--- config.mk ---
export PLATFORM = sky130hd
export DESIGN_NAME = dmap_port_flat
export DESIGN_NICKNAME = d
export VERILOG_FILES = /design/src/verilog/dmap_pkg.sv /design/src/verilog/dmap_if.sv /design/src/verilog/dmap_port.sv /design/src/flat_wrapper.sv
export SDC_FILE = /design/constraint.sdc
export NUM_CORES = 1
export LEC_CHECK = 0
export ABC_AREA = 1
export BUFFER_PORTS_ARGS = -buffer_cell sky130_fd_sc_hd__buf_4
export CORE_MARGIN = 2
export CORE_UTILIZATION = 50
export DETAILED_ROUTE_END_ITERATION = 7
export PLACE_DENSITY = 0.7
export SETUP_SLACK_MARGIN = 0.4
export SYNTH_ARGS = -nofsm -noshare
export SYNTH_HDL_FRONTEND = slang
export SYNTH_SLANG_ARGS = --single-unit
--- constraint.sdc ---
create_clock -name clk -period 2.26 [get_ports clk]
set_clock_uncertainty 0.1 [all_clocks]
set_input_delay 0.113 -clock clk [delete_from_list [all_inputs] [get_ports clk]]
set_output_delay 0.113 -clock clk [all_outputs]
set_load 0.03 [all_outputs]
--- src/verilog/dmap_pkg.sv ---
// dmap_pkg: shared widths, timing constants and host-end state codes of the memory access port
package dmap_pkg;
    // link widths
    localparam int NCH = 6;            // channels 2..7, bit 0 is channel 2
    localparam int AW  = 15;           // address input bus
    localparam int DW  = 16;           // data input and output buses
    localparam int PH_W = 7;           // memory cycle phase counter width

    // times in ns, as the memory cycle is laid out
    localparam int CLK_PERIOD_NS = 20;
    localparam int T_CYCLE_NS    = 1750;  // one memory cycle
    localparam int T_S2_NS       = 700;   // cycle_strobe_2 start within the cycle
    localparam int T_S4_NS       = 1400;  // cycle_strobe_4 start within the cycle
    localparam int T_STB_NS      = 175;   // width of each timing strobe
    localparam int T_XRST_NS     = 1750;  // ext reset stretch after local reset

    // cycle counts, rounded down
    localparam int CYC_CLKS  = T_CYCLE_NS / CLK_PERIOD_NS;
    localparam int S2_CLKS   = T_S2_NS / CLK_PERIOD_NS;
    localparam int S4_CLKS   = T_S4_NS / CLK_PERIOD_NS;
    localparam int STB_CLKS  = T_STB_NS / CLK_PERIOD_NS;
    localparam int XRST_CLKS = T_XRST_NS / CLK_PERIOD_NS;

    // phase points of the cycle
    localparam logic [PH_W-1:0] PH_LAST = PH_W'(CYC_CLKS - 1);
    localparam logic [PH_W-1:0] PH_S2   = PH_W'(S2_CLKS);
    localparam logic [PH_W-1:0] PH_S4   = PH_W'(S4_CLKS);
    localparam logic [PH_W-1:0] PH_STB  = PH_W'(STB_CLKS);
    localparam logic [PH_W-1:0] PH_S4E  = PH_W'(S4_CLKS + STB_CLKS);
    localparam logic [PH_W-1:0] PH_HALF = PH_W'(CYC_CLKS / 2);
    localparam logic [PH_W-1:0] PH_RD   = PH_W'(2);  // read word captured here
    localparam logic [PH_W-1:0] XRST_INIT = PH_W'(XRST_CLKS);

    // host-end channel states
    typedef enum logic [2:0] {
        DMAP_IDLE  = 3'h1,
        DMAP_WAIT  = 3'h2,
        DMAP_GRANT = 3'h4
    } dmap_chan_t;
endpackage : dmap_pkg

--- src/verilog/dmap_if.sv ---
// dmap_if: the memory access port link between the port and its requestors
`timescale 1ns/1ps
interface dmap_if;
    // every signal is active low on the link
    logic [dmap_pkg::NCH-1:0] mem_req_n;
    logic [dmap_pkg::NCH-1:0] write_select_n;
    logic [dmap_pkg::NCH-1:0] mem_grant_n;
    logic [dmap_pkg::AW-1:0]  port_addr_in_n;
    logic [dmap_pkg::DW-1:0]  port_data_in_n;
    logic [dmap_pkg::DW-1:0]  port_data_out_n;
    logic                     cycle_strobe_0_n;
    logic                     cycle_strobe_2_n;
    logic                     cycle_strobe_4_n;
    logic                     ext_clock_out_n;
    logic                     ext_reset_out_n;

    modport port (
        input  mem_req_n,
        input  write_select_n,
        input  port_addr_in_n,
        input  port_data_in_n,
        output mem_grant_n,
        output port_data_out_n,
        output cycle_strobe_0_n,
        output cycle_strobe_2_n,
        output cycle_strobe_4_n,
        output ext_clock_out_n,
        output ext_reset_out_n
    );

    modport req (
        output mem_req_n,
        output write_select_n,
        output port_addr_in_n,
        output port_data_in_n,
        input  mem_grant_n,
        input  port_data_out_n,
        input  cycle_strobe_0_n,
        input  cycle_strobe_2_n,
        input  cycle_strobe_4_n,
        input  ext_clock_out_n,
        input  ext_reset_out_n
    );
endinterface : dmap_if

--- src/verilog/dmap_port.sv ---
// dmap_port: memory access port end, arbitrating six requestor channels onto main memory
//
// Contract
// - up to six channels interleaved, fixed priority
// - channels 2..7 each request, write, acknowledge
// - highest-numbered requesting channel wins
// - requestor asserts its request for one transfer
// - write select true writes, false reads
// - acknowledge of chosen channel starts transfer
// - requestor drives buses only while acknowledged
// - read word held strobe 2 through strobe 4
// - requestor captures read data at strobe 2
// - request steady from strobe 2 to strobe 4
// - request withdrawn before next strobe 0
// - transfers run without processor involvement
// - address 15 bits, data buses 16 bits
// - every link signal is active low
`timescale 1ns/1ps
module dmap_port (
    input  wire logic                     clk,
    input  wire logic                     rst,
    dmap_if.port                          link,
    output logic                          mem_en,
    output logic                          mem_we,
    output logic [dmap_pkg::AW-1:0]       mem_addr,
    output logic [dmap_pkg::DW-1:0]       mem_wdata,
    input  wire logic [dmap_pkg::DW-1:0]  mem_rdata
);

    ////////////////////////////////////////////////////////////////////////////
    // state

    typedef struct packed {
        logic [dmap_pkg::PH_W-1:0] phase;
        logic                      s0_n;
        logic                      s2_n;
        logic                      s4_n;
        logic                      kclk_n;
        logic                      xrst_n;
        logic [dmap_pkg::PH_W-1:0] xrst_cnt;
        logic [dmap_pkg::NCH-1:0]  req_m;
        logic [dmap_pkg::NCH-1:0]  req_s;
        logic [dmap_pkg::NCH-1:0]  wsel_m;
        logic [dmap_pkg::NCH-1:0]  wsel_s;
        logic [dmap_pkg::AW-1:0]   addr_m;
        logic [dmap_pkg::AW-1:0]   addr_s;
        logic [dmap_pkg::DW-1:0]   data_m;
        logic [dmap_pkg::DW-1:0]   data_s;
        logic [dmap_pkg::NCH-1:0]  pend;
        logic                      pend_we;
        logic [dmap_pkg::NCH-1:0]  grant_n;
        logic                      acc_we;
        logic                      rd_valid;
        logic [dmap_pkg::DW-1:0]   rd_hold;
        logic [dmap_pkg::DW-1:0]   dout_n;
        logic                      mem_en;
        logic                      mem_we;
        logic [dmap_pkg::AW-1:0]   mem_addr;
        logic [dmap_pkg::DW-1:0]   mem_wdata;
    } dmap_port_t;

    // reset image: strobes and buses idle high, ext reset asserted, no grant
    localparam dmap_port_t RESET_VAL = '{
        phase:     dmap_pkg::PH_LAST,  // wraps to 0 at once
        s0_n:      1'h1,
        s2_n:      1'h1,
        s4_n:      1'h1,
        kclk_n:    1'h1,
        xrst_n:    1'h0,
        xrst_cnt:  dmap_pkg::XRST_INIT,
        req_m:     '1,
        req_s:     '1,
        wsel_m:    '1,
        wsel_s:    '1,
        addr_m:    '1,
        addr_s:    '1,
        data_m:    '1,
        data_s:    '1,
        pend:      '0,
        pend_we:   1'h0,
        grant_n:   '1,
        acc_we:    1'h0,
        rd_valid:  1'h0,
        rd_hold:   '0,
        dout_n:    '1,
        mem_en:    1'h0,
        mem_we:    1'h0,
        mem_addr:  '0,
        mem_wdata: '0
    };

    dmap_port_t r;
    dmap_port_t next_r;

    ////////////////////////////////////////////////////////////////////////////
    // fixed priority: keep only the highest set bit, so channel 7 beats all

    function automatic logic [dmap_pkg::NCH-1:0] pick_top(
        input logic [dmap_pkg::NCH-1:0] want
    );
        logic [dmap_pkg::NCH-1:0] one;
        one = '0;
        for (int i = 0; i < dmap_pkg::NCH; i++) begin
            if (want[i]) begin
                one = '0;
                one[i] = 1'h1;
            end
        end
        return one;
    endfunction : pick_top

    // true when p lies in [lo, lo + width)
    function automatic logic in_span(
        input logic [dmap_pkg::PH_W-1:0] p,
        input logic [dmap_pkg::PH_W-1:0] lo
    );
        return (p >= lo) && (p < lo + dmap_pkg::PH_STB);
    endfunction : in_span

    ////////////////////////////////////////////////////////////////////////////
    // next-state logic

    logic [dmap_pkg::PH_W-1:0] np;
    logic [dmap_pkg::NCH-1:0]  win;

    always_comb begin
        next_r = r;
        win    = '0;
        // free-running memory cycle; nothing here waits on the processor
        np = (r.phase == dmap_pkg::PH_LAST) ? '0 : r.phase + dmap_pkg::PH_W'(1);
        next_r.phase = np;

        // timing strobes and external clock all requestors follow
        next_r.s0_n   = ~in_span(np, '0);
        next_r.s2_n   = ~in_span(np, dmap_pkg::PH_S2);
        next_r.s4_n   = ~in_span(np, dmap_pkg::PH_S4);
        next_r.kclk_n = ~(np < dmap_pkg::PH_HALF);

        // ext reset stays asserted a full memory cycle after local reset
        if (r.xrst_cnt != '0) begin
            next_r.xrst_cnt = r.xrst_cnt - dmap_pkg::PH_W'(1);
        end
        next_r.xrst_n = (r.xrst_cnt == '0);

        // two-flop synchronisers on every link input
        next_r.req_m  = link.mem_req_n;
        next_r.req_s  = r.req_m;
        next_r.wsel_m = link.write_select_n;
        next_r.wsel_s = r.wsel_m;
        next_r.addr_m = link.port_addr_in_n;
        next_r.addr_s = r.addr_m;
        next_r.data_m = link.port_data_in_n;
        next_r.data_s = r.data_m;

        // decide once per cycle from requests as they stand at strobe 2
        if (np == dmap_pkg::PH_S2) begin
            win = r.xrst_n ? pick_top(~r.req_s) : '0;
            next_r.pend    = win;
            next_r.pend_we = |(win & ~r.wsel_s);
        end

        // acknowledge goes out at strobe 4 and holds one whole cycle
        if (np == dmap_pkg::PH_S4) begin
            next_r.grant_n = ~r.pend;                             // one-hot, at most one
            next_r.acc_we  = r.pend_we;
        end

        // memory access at strobe 0 of the granted cycle; buses were gated on by
        // the acknowledge for a full strobe-4 gap, so the synced copy has settled
        next_r.mem_en = 1'h0;
        if (np == '0) begin
            next_r.mem_en    = ~&r.grant_n;
            next_r.mem_we    = r.acc_we;
            next_r.mem_addr  = ~r.addr_s;
            next_r.mem_wdata = ~r.data_s;
            next_r.rd_valid  = ~&r.grant_n & ~r.acc_we;
        end
        if (r.phase == dmap_pkg::PH_RD) begin
            next_r.rd_hold = mem_rdata;
        end

        // read word on the output bus from strobe 2 to the end of strobe 4
        if (r.rd_valid && np >= dmap_pkg::PH_S2 && np < dmap_pkg::PH_S4E) begin
            next_r.dout_n = ~r.rd_hold;
        end else begin
            next_r.dout_n = '1;
        end
    end

    ////////////////////////////////////////////////////////////////////////////
    // registers: reset drops every acknowledge and raises ext reset

    always_ff @(posedge clk) begin
        if (rst) begin
            r <= RESET_VAL;
        end else begin
            r <= next_r;
        end
    end

    ////////////////////////////////////////////////////////////////////////////
    // outputs, all straight from flops

    assign link.mem_grant_n      = r.grant_n;
    assign link.port_data_out_n  = r.dout_n;
    assign link.cycle_strobe_0_n = r.s0_n;
    assign link.cycle_strobe_2_n = r.s2_n;
    assign link.cycle_strobe_4_n = r.s4_n;
    assign link.ext_clock_out_n  = r.kclk_n;
    assign link.ext_reset_out_n  = r.xrst_n;
    assign mem_en                = r.mem_en;
    assign mem_we                = r.mem_we;
    assign mem_addr              = r.mem_addr;
    assign mem_wdata             = r.mem_wdata;

endmodule : dmap_port

--- src/flat_wrapper.sv ---
// flat-port wrapper written by rule: the top's interface ports become plain ports
module dmap_port_flat 
  (clk, rst, mem_en, mem_we, mem_addr, mem_wdata, mem_rdata, link_mem_req_n, link_write_select_n, link_port_addr_in_n, link_port_data_in_n, link_mem_grant_n, link_port_data_out_n, link_cycle_strobe_0_n, link_cycle_strobe_2_n, link_cycle_strobe_4_n, link_ext_clock_out_n, link_ext_reset_out_n);
  dmap_if link_i ();
  input  wire logic clk;
  input  wire logic rst;
  output logic mem_en;
  output logic mem_we;
  output logic [dmap_pkg::AW-1:0] mem_addr;
  output logic [dmap_pkg::DW-1:0] mem_wdata;
  input  wire logic [dmap_pkg::DW-1:0] mem_rdata;
  input wire logic [$bits(link_i.mem_req_n)-1:0] link_mem_req_n;
  input wire logic [$bits(link_i.write_select_n)-1:0] link_write_select_n;
  input wire logic [$bits(link_i.port_addr_in_n)-1:0] link_port_addr_in_n;
  input wire logic [$bits(link_i.port_data_in_n)-1:0] link_port_data_in_n;
  output wire logic [$bits(link_i.mem_grant_n)-1:0] link_mem_grant_n;
  output wire logic [$bits(link_i.port_data_out_n)-1:0] link_port_data_out_n;
  output wire logic [$bits(link_i.cycle_strobe_0_n)-1:0] link_cycle_strobe_0_n;
  output wire logic [$bits(link_i.cycle_strobe_2_n)-1:0] link_cycle_strobe_2_n;
  output wire logic [$bits(link_i.cycle_strobe_4_n)-1:0] link_cycle_strobe_4_n;
  output wire logic [$bits(link_i.ext_clock_out_n)-1:0] link_ext_clock_out_n;
  output wire logic [$bits(link_i.ext_reset_out_n)-1:0] link_ext_reset_out_n;
  assign link_i.mem_req_n = link_mem_req_n;
  assign link_i.write_select_n = link_write_select_n;
  assign link_i.port_addr_in_n = link_port_addr_in_n;
  assign link_i.port_data_in_n = link_port_data_in_n;
  assign link_mem_grant_n = link_i.mem_grant_n;
  assign link_port_data_out_n = link_i.port_data_out_n;
  assign link_cycle_strobe_0_n = link_i.cycle_strobe_0_n;
  assign link_cycle_strobe_2_n = link_i.cycle_strobe_2_n;
  assign link_cycle_strobe_4_n = link_i.cycle_strobe_4_n;
  assign link_ext_clock_out_n = link_i.ext_clock_out_n;
  assign link_ext_reset_out_n = link_i.ext_reset_out_n;
  dmap_port u_core (.clk(clk), .rst(rst), .link(link_i), .mem_en(mem_en), .mem_we(mem_we), .mem_addr(mem_addr), .mem_wdata(mem_wdata), .mem_rdata(mem_rdata));
endmodule
* After elaboration in Yosys (flattened, before gate mapping)
Index checks and enable logic that the tools add are counted.
** Cells by class
- $add $sub $neg :: 2
- Mux-type cells :: 9
- Bitwise gates (word level) :: 15
- Eq/ne operators :: 4
- Order comparisons :: 6
- Reductions and logical operators :: 13
** Operators by type and width (count)
- NOT 16 bit :: 2
- 2-to-1 mux 6 bit :: 3
- NOT 6 bit :: 3
- NOT 15 bit :: 1
- == test 7 bit (second input constant) :: 2
- zero test 7 bit :: 2
- adder 7 x 1 -> 7 bit (second input constant) :: 1
- == test 7 x 2 -> 1 bit (second input constant) :: 1
- == test 7 x 6 -> 1 bit (second input constant) :: 1
- >= comparator 7 x 1 -> 1 bit (second input constant) :: 1
- >= comparator 7 x 6 -> 1 bit (second input constant) :: 1
- >= comparator 7 bit (second input constant) :: 1
- less-than comparator 7 x 4 -> 1 bit (second input constant) :: 1
- less-than comparator 7 x 6 -> 1 bit (second input constant) :: 1
- less-than comparator 7 bit (second input constant) :: 1
- 2-to-1 mux 7 bit :: 1
- NOT 1 bit :: 7
- nonzero test 7 bit :: 1
- subtractor 7 x 1 -> 7 bit (second input constant) :: 1
- AND 6 bit :: 1
- AND reduction 6 bit :: 1
- OR reduction 6 bit :: 1
- logical AND 1 bit :: 5
- 2-to-1 mux 5 bit :: 1
- other kinds (7) :: 8
** Storage, ports and cells
- Bits of input ports :: 61
- Register bits :: 185
- Logic and storage cells :: 75
- Output and inout bits :: 60

* Longest topological paths before layout
Gate-level depths: netlist (run 1).
- Word-level depth :: 11
- Gate-level depth with buffers :: 13
- Depth with buffers taken out :: 12

* Least setup slack after synthesis (run 1)
Ideal clock, no wire load.
- Path kind :: register to register
- From :: reg u_core.r[178] (netlist bit)
- To :: reg u_core.r, in the netlist u_core.mem_wdata[4]
- Setup time :: 112 ps
- Clock period less this slack :: 1912 ps
- Arrival :: 1700 ps
- Path buffers :: 1
- Setup slack :: 348 ps
- Cell stages (with the launch flop) :: 14
- Required time :: 2048 ps
- Path through :: dfxtp_1 inv_1 ha_1 inv_1 nor2_2 nand3_4 nand2_1 nor2_2 nor2_8 nand2_4 inv_4 buf_8 nor2_1 nor2_2
** Between the ends
- Word-level cells in the longest chain between the ends :: 3
- Elaborated cells between the ends (all ways) :: 4
- Those cells by class :: add/sub: 1; eq/ne: 1; mux: 1; reduce/logical: 1
** RTL lines
- from (decl) :: line dmap_port.sv:92 : dmap_port_t r;
- from (signal assigned) :: line dmap_port.sv:197 : r <= next_r;
- adder 7 x 1 -> 7 bit or == test 7 bit (tied branches) :: line dmap_port.sv:130 : np = (r.phase == dmap_pkg::PH_LAST) ? '0 : r.phase + dmap_pkg::PH_W'(1);
- 2-to-1 mux 7 bit * :: line dmap_port.sv:130
- zero test 7 bit * :: line dmap_port.sv:171 : if (np == '0) begin
Every way passes the cells marked *; elsewhere a longest branch is shown, timed or not.
A chain may end at the register's enable or synchronous reset.

* Worst setup path after layout (run 1)
- From :: reg u_core.r[178] (netlist bit)
- To :: reg u_core.r, in the netlist u_core.mem_wdata[5]
Same word-level chain as after synthesis.

==> results of run 1 <==
[path summary, 6_finish.rpt]
path | startpoint | endpoint | slack, ps | cells past startpoint
min | rst | u_core.next_r[146]$_SDFF_PP1_ | 70 | 2
min reg2reg | u_core.next_r[157]$_SDFF_PP1_ | u_core.r[157]$_SDFF_PP1_ | 310 | 1
max | u_core.r[178]$_SDFF_PP0_ | u_core.mem_wdata[5]$_SDFFE_PP0N_ | 230 | 14
max reg2reg | u_core.r[178]$_SDFF_PP0_ | u_core.mem_wdata[5]$_SDFFE_PP0N_ | 230 | 14
[worst max-delay path, cell delays in order, from the launching register on]
cell,delay [ps]
dfxtp_4,370
inv_4,70
ha_4,130
inv_2,40
nor2_4,120
nand3_4,120
buf_12,160
nand3_4,80
nand2_4,80
nor2_4,120
buf_6,160
clkbuf_16,160
nand3_1,80
nand2_1,70
nor2_1,40
[layout by cell type, fill, tap and decap left out, types with 2 or more instances in the layout]
master / count
dfxtp_1: 179
buf_4: 151
nor2_1: 108
or2_2: 88
nand2_1: 78
dlygate4sd3_1: 59
nand3_1: 55
inv_1: 28
o21ai_0: 21
clkbuf_16: 21
nand4_1: 20
nand2_2: 17
nor2_2: 11
nand2_4: 11
nor2_4: 10
buf_6: 9
a21oi_1: 7
nand3_2: 7
nand3b_1: 7
nand3_4: 6
inv_2: 5
nor3_1: 4
bufinv_16: 4
clkbuf_8: 4
inv_6: 4
buf_12: 4
a21oi_2: 3
clkinv_2: 3
dfxtp_4: 3
dfxtp_2: 3
a31oi_1: 2
nand2_8: 2
ha_4: 2
inv_8: 2
[repair_timing]
action | 4_1_cts | 5_1_grt
pin swaps | 17 | 15
gates cloned | 9 | 5
gates resized for setup | 58 | 46
hold buffers | 59 | 0
hold endpoints to repair | 59 | 0
setup endpoints to repair | 83 | 84
setup buffers | 20 | 14
[metal layers]
layer	global-route usage (%)	part of all wire, %
met3	5.47	6.3
met4	12.8	3.8
met2	36.8	49
met1	27.0	41
met5	0	0
[state kept, by name, summed over array words and instances (netlist names), 6 cells and up]
| name | cells |
|---|---|
| u_core.next_r | 43 |
| u_core.link.mem_grant_n | 6 |
| u_core.r | 82 |
| u_core.mem_addr | 15 |
| u_core.link.port_data_out_n | 16 |
| u_core.mem_wdata | 16 |
[power by group through the flow]
stage / sequential [mW] / combinational (mW) / clock [mW]
3_5_place_dp: 3.88 / 2.93 / 0
3_3_place_gp: 3.87 / 2.84 / 0
5_1_grt: 3.90 / 5.56 / 3.35
4_1_cts: 3.83 / 4.17 / 3.22
2_1_floorplan: 3.86 / 2.34 / 0
6_report: 3.87 / 5.30 / 3.19
[cell type report]
type	count	area share [%]
flip-flops and latches	185	39.3
multi-input cells	464	27.9
repair buffers	229	21.7
clock buffers	21	5.08
well taps	176	2.33
clock inverters	10	1.71
inverters	36	1.63
repair inverters	3	0.331
[through the flow]
step / cell area [um^2] / worst slack, ps / power [mW] / std cells / hold slack, ps
finish: 9460 / 231 / 12.3 / 1124 / 68.5
global route: 9460 / 152 / 12.8 / 1124 / 104
CTS: 9050 / 329 / 11.2 / 1105 / 63.3
detailed placement: 7360 / 69.3 / 6.81 / 986 / 200
global placement: 7360 / 213 / 6.71 / 986 / 197
floorplan: 6740 / 396 / 6.20 / 767 / 117
[logic make-up (layout without fill, tap and decap cells)]
logic type	Yosys count	after routing	share of synthesized area [%]
fa+ha+maj	3	3	0.558
flops	185	185	55.1
buf+inv	123	299	10.6
xor+xnor	1	1	0.130
compound gates	35	35	2.68
simple gates	420	425	31.0
==> results.md, run 1 <==
* Worst path required time at 2500 ps
* Async set-or-reset flop fraction in the synthesized netlist at 0%
* Area leader, netlist: dfxtp_1
* Share of cells above drive strength 1 at 39.8%
* Final max-slew violation count at 0
* Nets at 1,000
* CP Class: register to register
* Drc violations at 0
* Synthesized netlist cell count at 767
* Die Wd at 120 um
* Number of enable flip-flop cells after synthesis at 0
* CTS root buffer: clkbuf_16
* Synth Area per Inst at a little under 9 um^2
* # rows at 42
* Fmax at 493 MHz
* Vias in the first global route at roughly 5.3k
* Initial antenna violation count at 0
* Clk pwr share at 25.8%
* Area grow syn2layout at 40.6%
* Startpoint Class: register
* Number of buffers added on ports at 120
* Cell area after synthesis at 0.00672 mm^2
* IO Pins at 121
* Drt total wl at about 17,000 um
* Die Ht at 120 um
* Initial Utilization at 51.0%
* Die Area at ~0.014 mm^2
* Synth unique cells at 30
* Routed WL per cell at around 15 um
* Setup TNS at 0 ps
* Final Cycle Share at 89.8%
* Max-cap viol count at 0
* Top-count cell post-synth: dfxtp_1
* Largest cells by area after synthesis: dfxtp_1 (55%), or2_2 (8.2%), buf_4 (6.3%), nor2_1 (6.1%), nand2_1 (5.5%)
* Pre-Repair DR Iteration Count at 5
* Hold WC Path Type: input pin to register
* # setup viols final at 0
* Syn nets at 831
* Area of the multi-input gates at 0.00264 mm^2
* Synth Flop Type: dfxtp_1
* Core Footprint at 0.0132 mm^2
* Status: complete, no violations
* Reg clk slew, reported paths at 70 ps
* Num CTS Buffers at 17
* Antenna cell count at 0
* Lkg Pwr at 4.20 nW
* Sequential area share after synthesis at between 50% and 60%
* Clk buf depth at 2
* TritonCTS clock tree: done
* Period minus WS final at approximately 2000 ps
* Pwr Density at 1310 mW/mm^2
* Combinational power share at 42.9%
* Iteration-0 DRC Markers at about 350
* HPWL after DPL at about 8900 um
* FILL cells at 912
* Sw Ratio at between 30% and 40%
* Finished Core Util at 71.7%
* Most frequent cells after synthesis: dfxtp_1 (185), nor2_1 (110), nand2_1 (98)
* Crit-path max FO at 10
* Overflow after GRT at 0
* Synth Warn # at 0
* Synth Register Bits at 185
* RSZ-0062 raised after global routing: true
* Placer's final routability congestion estimate at 0.913
* Sequential cell area at 0.00372 mm^2
* DRT antenna net count at 0
* Clk_lat worst skew at 440 ps
* Sequential Power Share at 31.3%
* Slew at the pin closest to its max-slew limit at ~600 ps
* First-pass GRT wire length at 25,300 um
* Vias per Instance at between 4 and 5
* Num Clock Sinks at around 190
* Worst setup EP type: register
* Maximum vdd drop at ~0.83 mV
* H-tree depth at 4
* Crit path DAT at 2260 ps
* Via count at ~5.6k
* Synth top area share at roughly 55%
* Final Hold Fails at 0
* Tot GR Track Use at 22.5%
* Largest net degree at the start of global routing at 42
* Worst rel slew slack at 59.2%
* Cell Int Power at just under 8 mW
* Switching power at 4.45 mW
Note: power is estimated with default switching activity, not from simulation.
==> run 2, diff against run 1 <==
- MAX_ROUTING_LAYER: default -> met4
==> run 2 against run 1 <==
Against the previous run:
- die area unchanged
- hold slack got worse by 5.3 ps
- total power up 0.41%
- via count is 0.64% higher
- worst setup slack better by 34 ps
- critical path depth unchanged
- global-route usage increased by 0.67 points
- final cell count increased by 0.18%
- combinational power up 0.9%
- maximum frequency grew 1.7%
- clock power about the same
- largest cell class unchanged
==> results.md, run 2 (synthesized netlist as in run 1, its figures left out) <==
* Status: complete, no violations
* Die Wd at between 100 and 150 um
* Num CTS Buffers at 17
* Worst path required time at 2490 ps
* Biggest register: u_core.r
* Final max-slew violation count at 0
* Max-cap viol count at 0
* Commonest non-fill, non-tap cell in the layout: dfxtp_1
* IO Pins at 121
* Final Cycle Share at about 88%
* First-pass GRT wire length at 25,300 um
* Largest net degree at the start of global routing at 42
* Core Footprint at ~0.013 mm^2
* M3 GR Usage at 5.09%
* Placer's final routability congestion estimate at 0.928
* Initial Utilization at 51.0%
* Clk_lat worst skew at 430 ps
* Antenna cell count at 0
* Worst rel slew slack at between 50% and 60%
* Placed Area at 0.00736 mm^2
* # setup viols final at 0
* Reg clk slew, reported paths at about 70 ps
* Number of buffers added on ports at 120
* Maximum vdd drop at 0.701 mV
* Iteration-0 DRC Markers at 347
* Drt total wl at 16,900 um
* Num Clock Sinks at 185
* DRT antenna net count at 0
* Startpoint Class: register
* Drc violations at 0
* GR Util met1 at about 27%
* Vias per Instance at 5.01
* Number of flip-flops in the largest register at between 80 and 90
* Worst setup EP type: register
* Clk buf depth at 2
* FILL cells at ~890
* Slew at the pin closest to its max-slew limit at 620 ps
* Global-route met2 utilization at 36.7%
* Tot GR Track Use at 23.2%
* HPWL after DPL at 8950 um
* Share of cells above drive strength 1 at 39.6%
* RSZ-0062 raised after global routing: true
* Gr busiest metal: met2
* Die Area at ~0.014 mm^2
* Die Ht at 120 um
* Overflow after GRT at 0
* Routed WL per cell at about 15 um
* CP Class: register to register
* CTS root buffer: clkbuf_16
* Pre-Repair DR Iteration Count at 5
* Hold WC Path Type: input pin to register
* Crit-path max FO at 7
* # rows at 42
* H-tree depth at 4
* Lkg Pwr at 4.22 nW
* Period minus WS final at 2000 ps
* Final Cell Area at between 0.009 and 0.01 mm^2
* Initial antenna violation count at 0
* Via count at 5,644
* Setup TNS at 0 ps
* Most frequent cells in the layout: dfxtp_1 (179), buf_4 (154), nor2_1 (108)
* Crit path DAT at ~2200 ps
* Pwr Density at 1310 mW/mm^2
* Final Hold Fails at 0
* Area grow syn2layout at 40.9%
* Tot Pwr at 12.4 mW
* TritonCTS clock tree: done
* Nets at 1,002
* Fmax at 501 MHz
* Vias in the first global route at 5,267
## run 2: layout make-up
class	count	area, um^2	share of cell area [%]
flip-flops and latches	185	3720	39.2
multi-input cells	464	2650	28.0
repair buffers	231	2060	21.7
clock buffers	21	480	5.07
well taps	176	220	2.32
clock inverters	10	161	1.70
inverters	36	154	1.62
repair inverters	3	31.3	0.330
## run 2: power breakdown
part           total, mW  switching [mW]  internal (mW)
sequential          3.87           0.260           3.61
clock               3.18            1.21           1.97
combinational       5.35            2.98           2.37
total               12.4            4.46           7.94
## run 2: worst paths after layout
check        cells past startpoint                              end  slack [ps]                           from
min                              2    u_core.next_r[146]$_SDFF_PP1_          60                            rst
min reg2reg                      1         u_core.r[157]$_SDFF_PP1_         310  u_core.next_r[157]$_SDFF_PP1_
max                             14  u_core.mem_addr[3]$_SDFFE_PP0N_         260       u_core.r[178]$_SDFF_PP0_
max reg2reg                     14  u_core.mem_addr[3]$_SDFFE_PP0N_         260       u_core.r[178]$_SDFF_PP0_
## run 2: metrics by stage
step	std cells	hold slack, ps	util (%)	setup slack (ps)
after CTS	1105	63.3	68.6	329
after floorplan	767	117	-	396
after global placement	986	197	55.8	213
after detailed placement	986	200	55.8	69.3
after global routing	1126	104	71.8	175
final	1126	63.1	71.8	264
## run 2: routing by layer
layer | wire length, um | vias up
li1 | - | 2723
met1 | 7100 | 2604
met2 | 8210 | 259
met3 | 1020 | 58
met4 | 549 | 0
met5 | 0 | -
## run 2: worst max-delay path: stages, from the launching register on
cell and delay (ps):
dfxtp_4 370, inv_4 60, ha_4 130, inv_2 40, nor2_4 100, nand3_4 100, buf_12 160, nand3_4 90
nand2_4 70, nor2_4 120, buf_6 170, buf_6 150, nand3_1 100, nand2_1 70, nor2_1 40
## run 2: repair_timing
| item | 4_1_cts | 5_1_grt |
|---|---|---|
| pin swaps | 17 | 17 |
| setup endpoints to repair | 83 | 84 |
| gates resized for setup | 58 | 44 |
| hold endpoints to repair | 59 | 0 |
| cloned | 9 | 6 |
| hold buffers | 59 | 0 |
| buffers inserted | 20 | 15 |
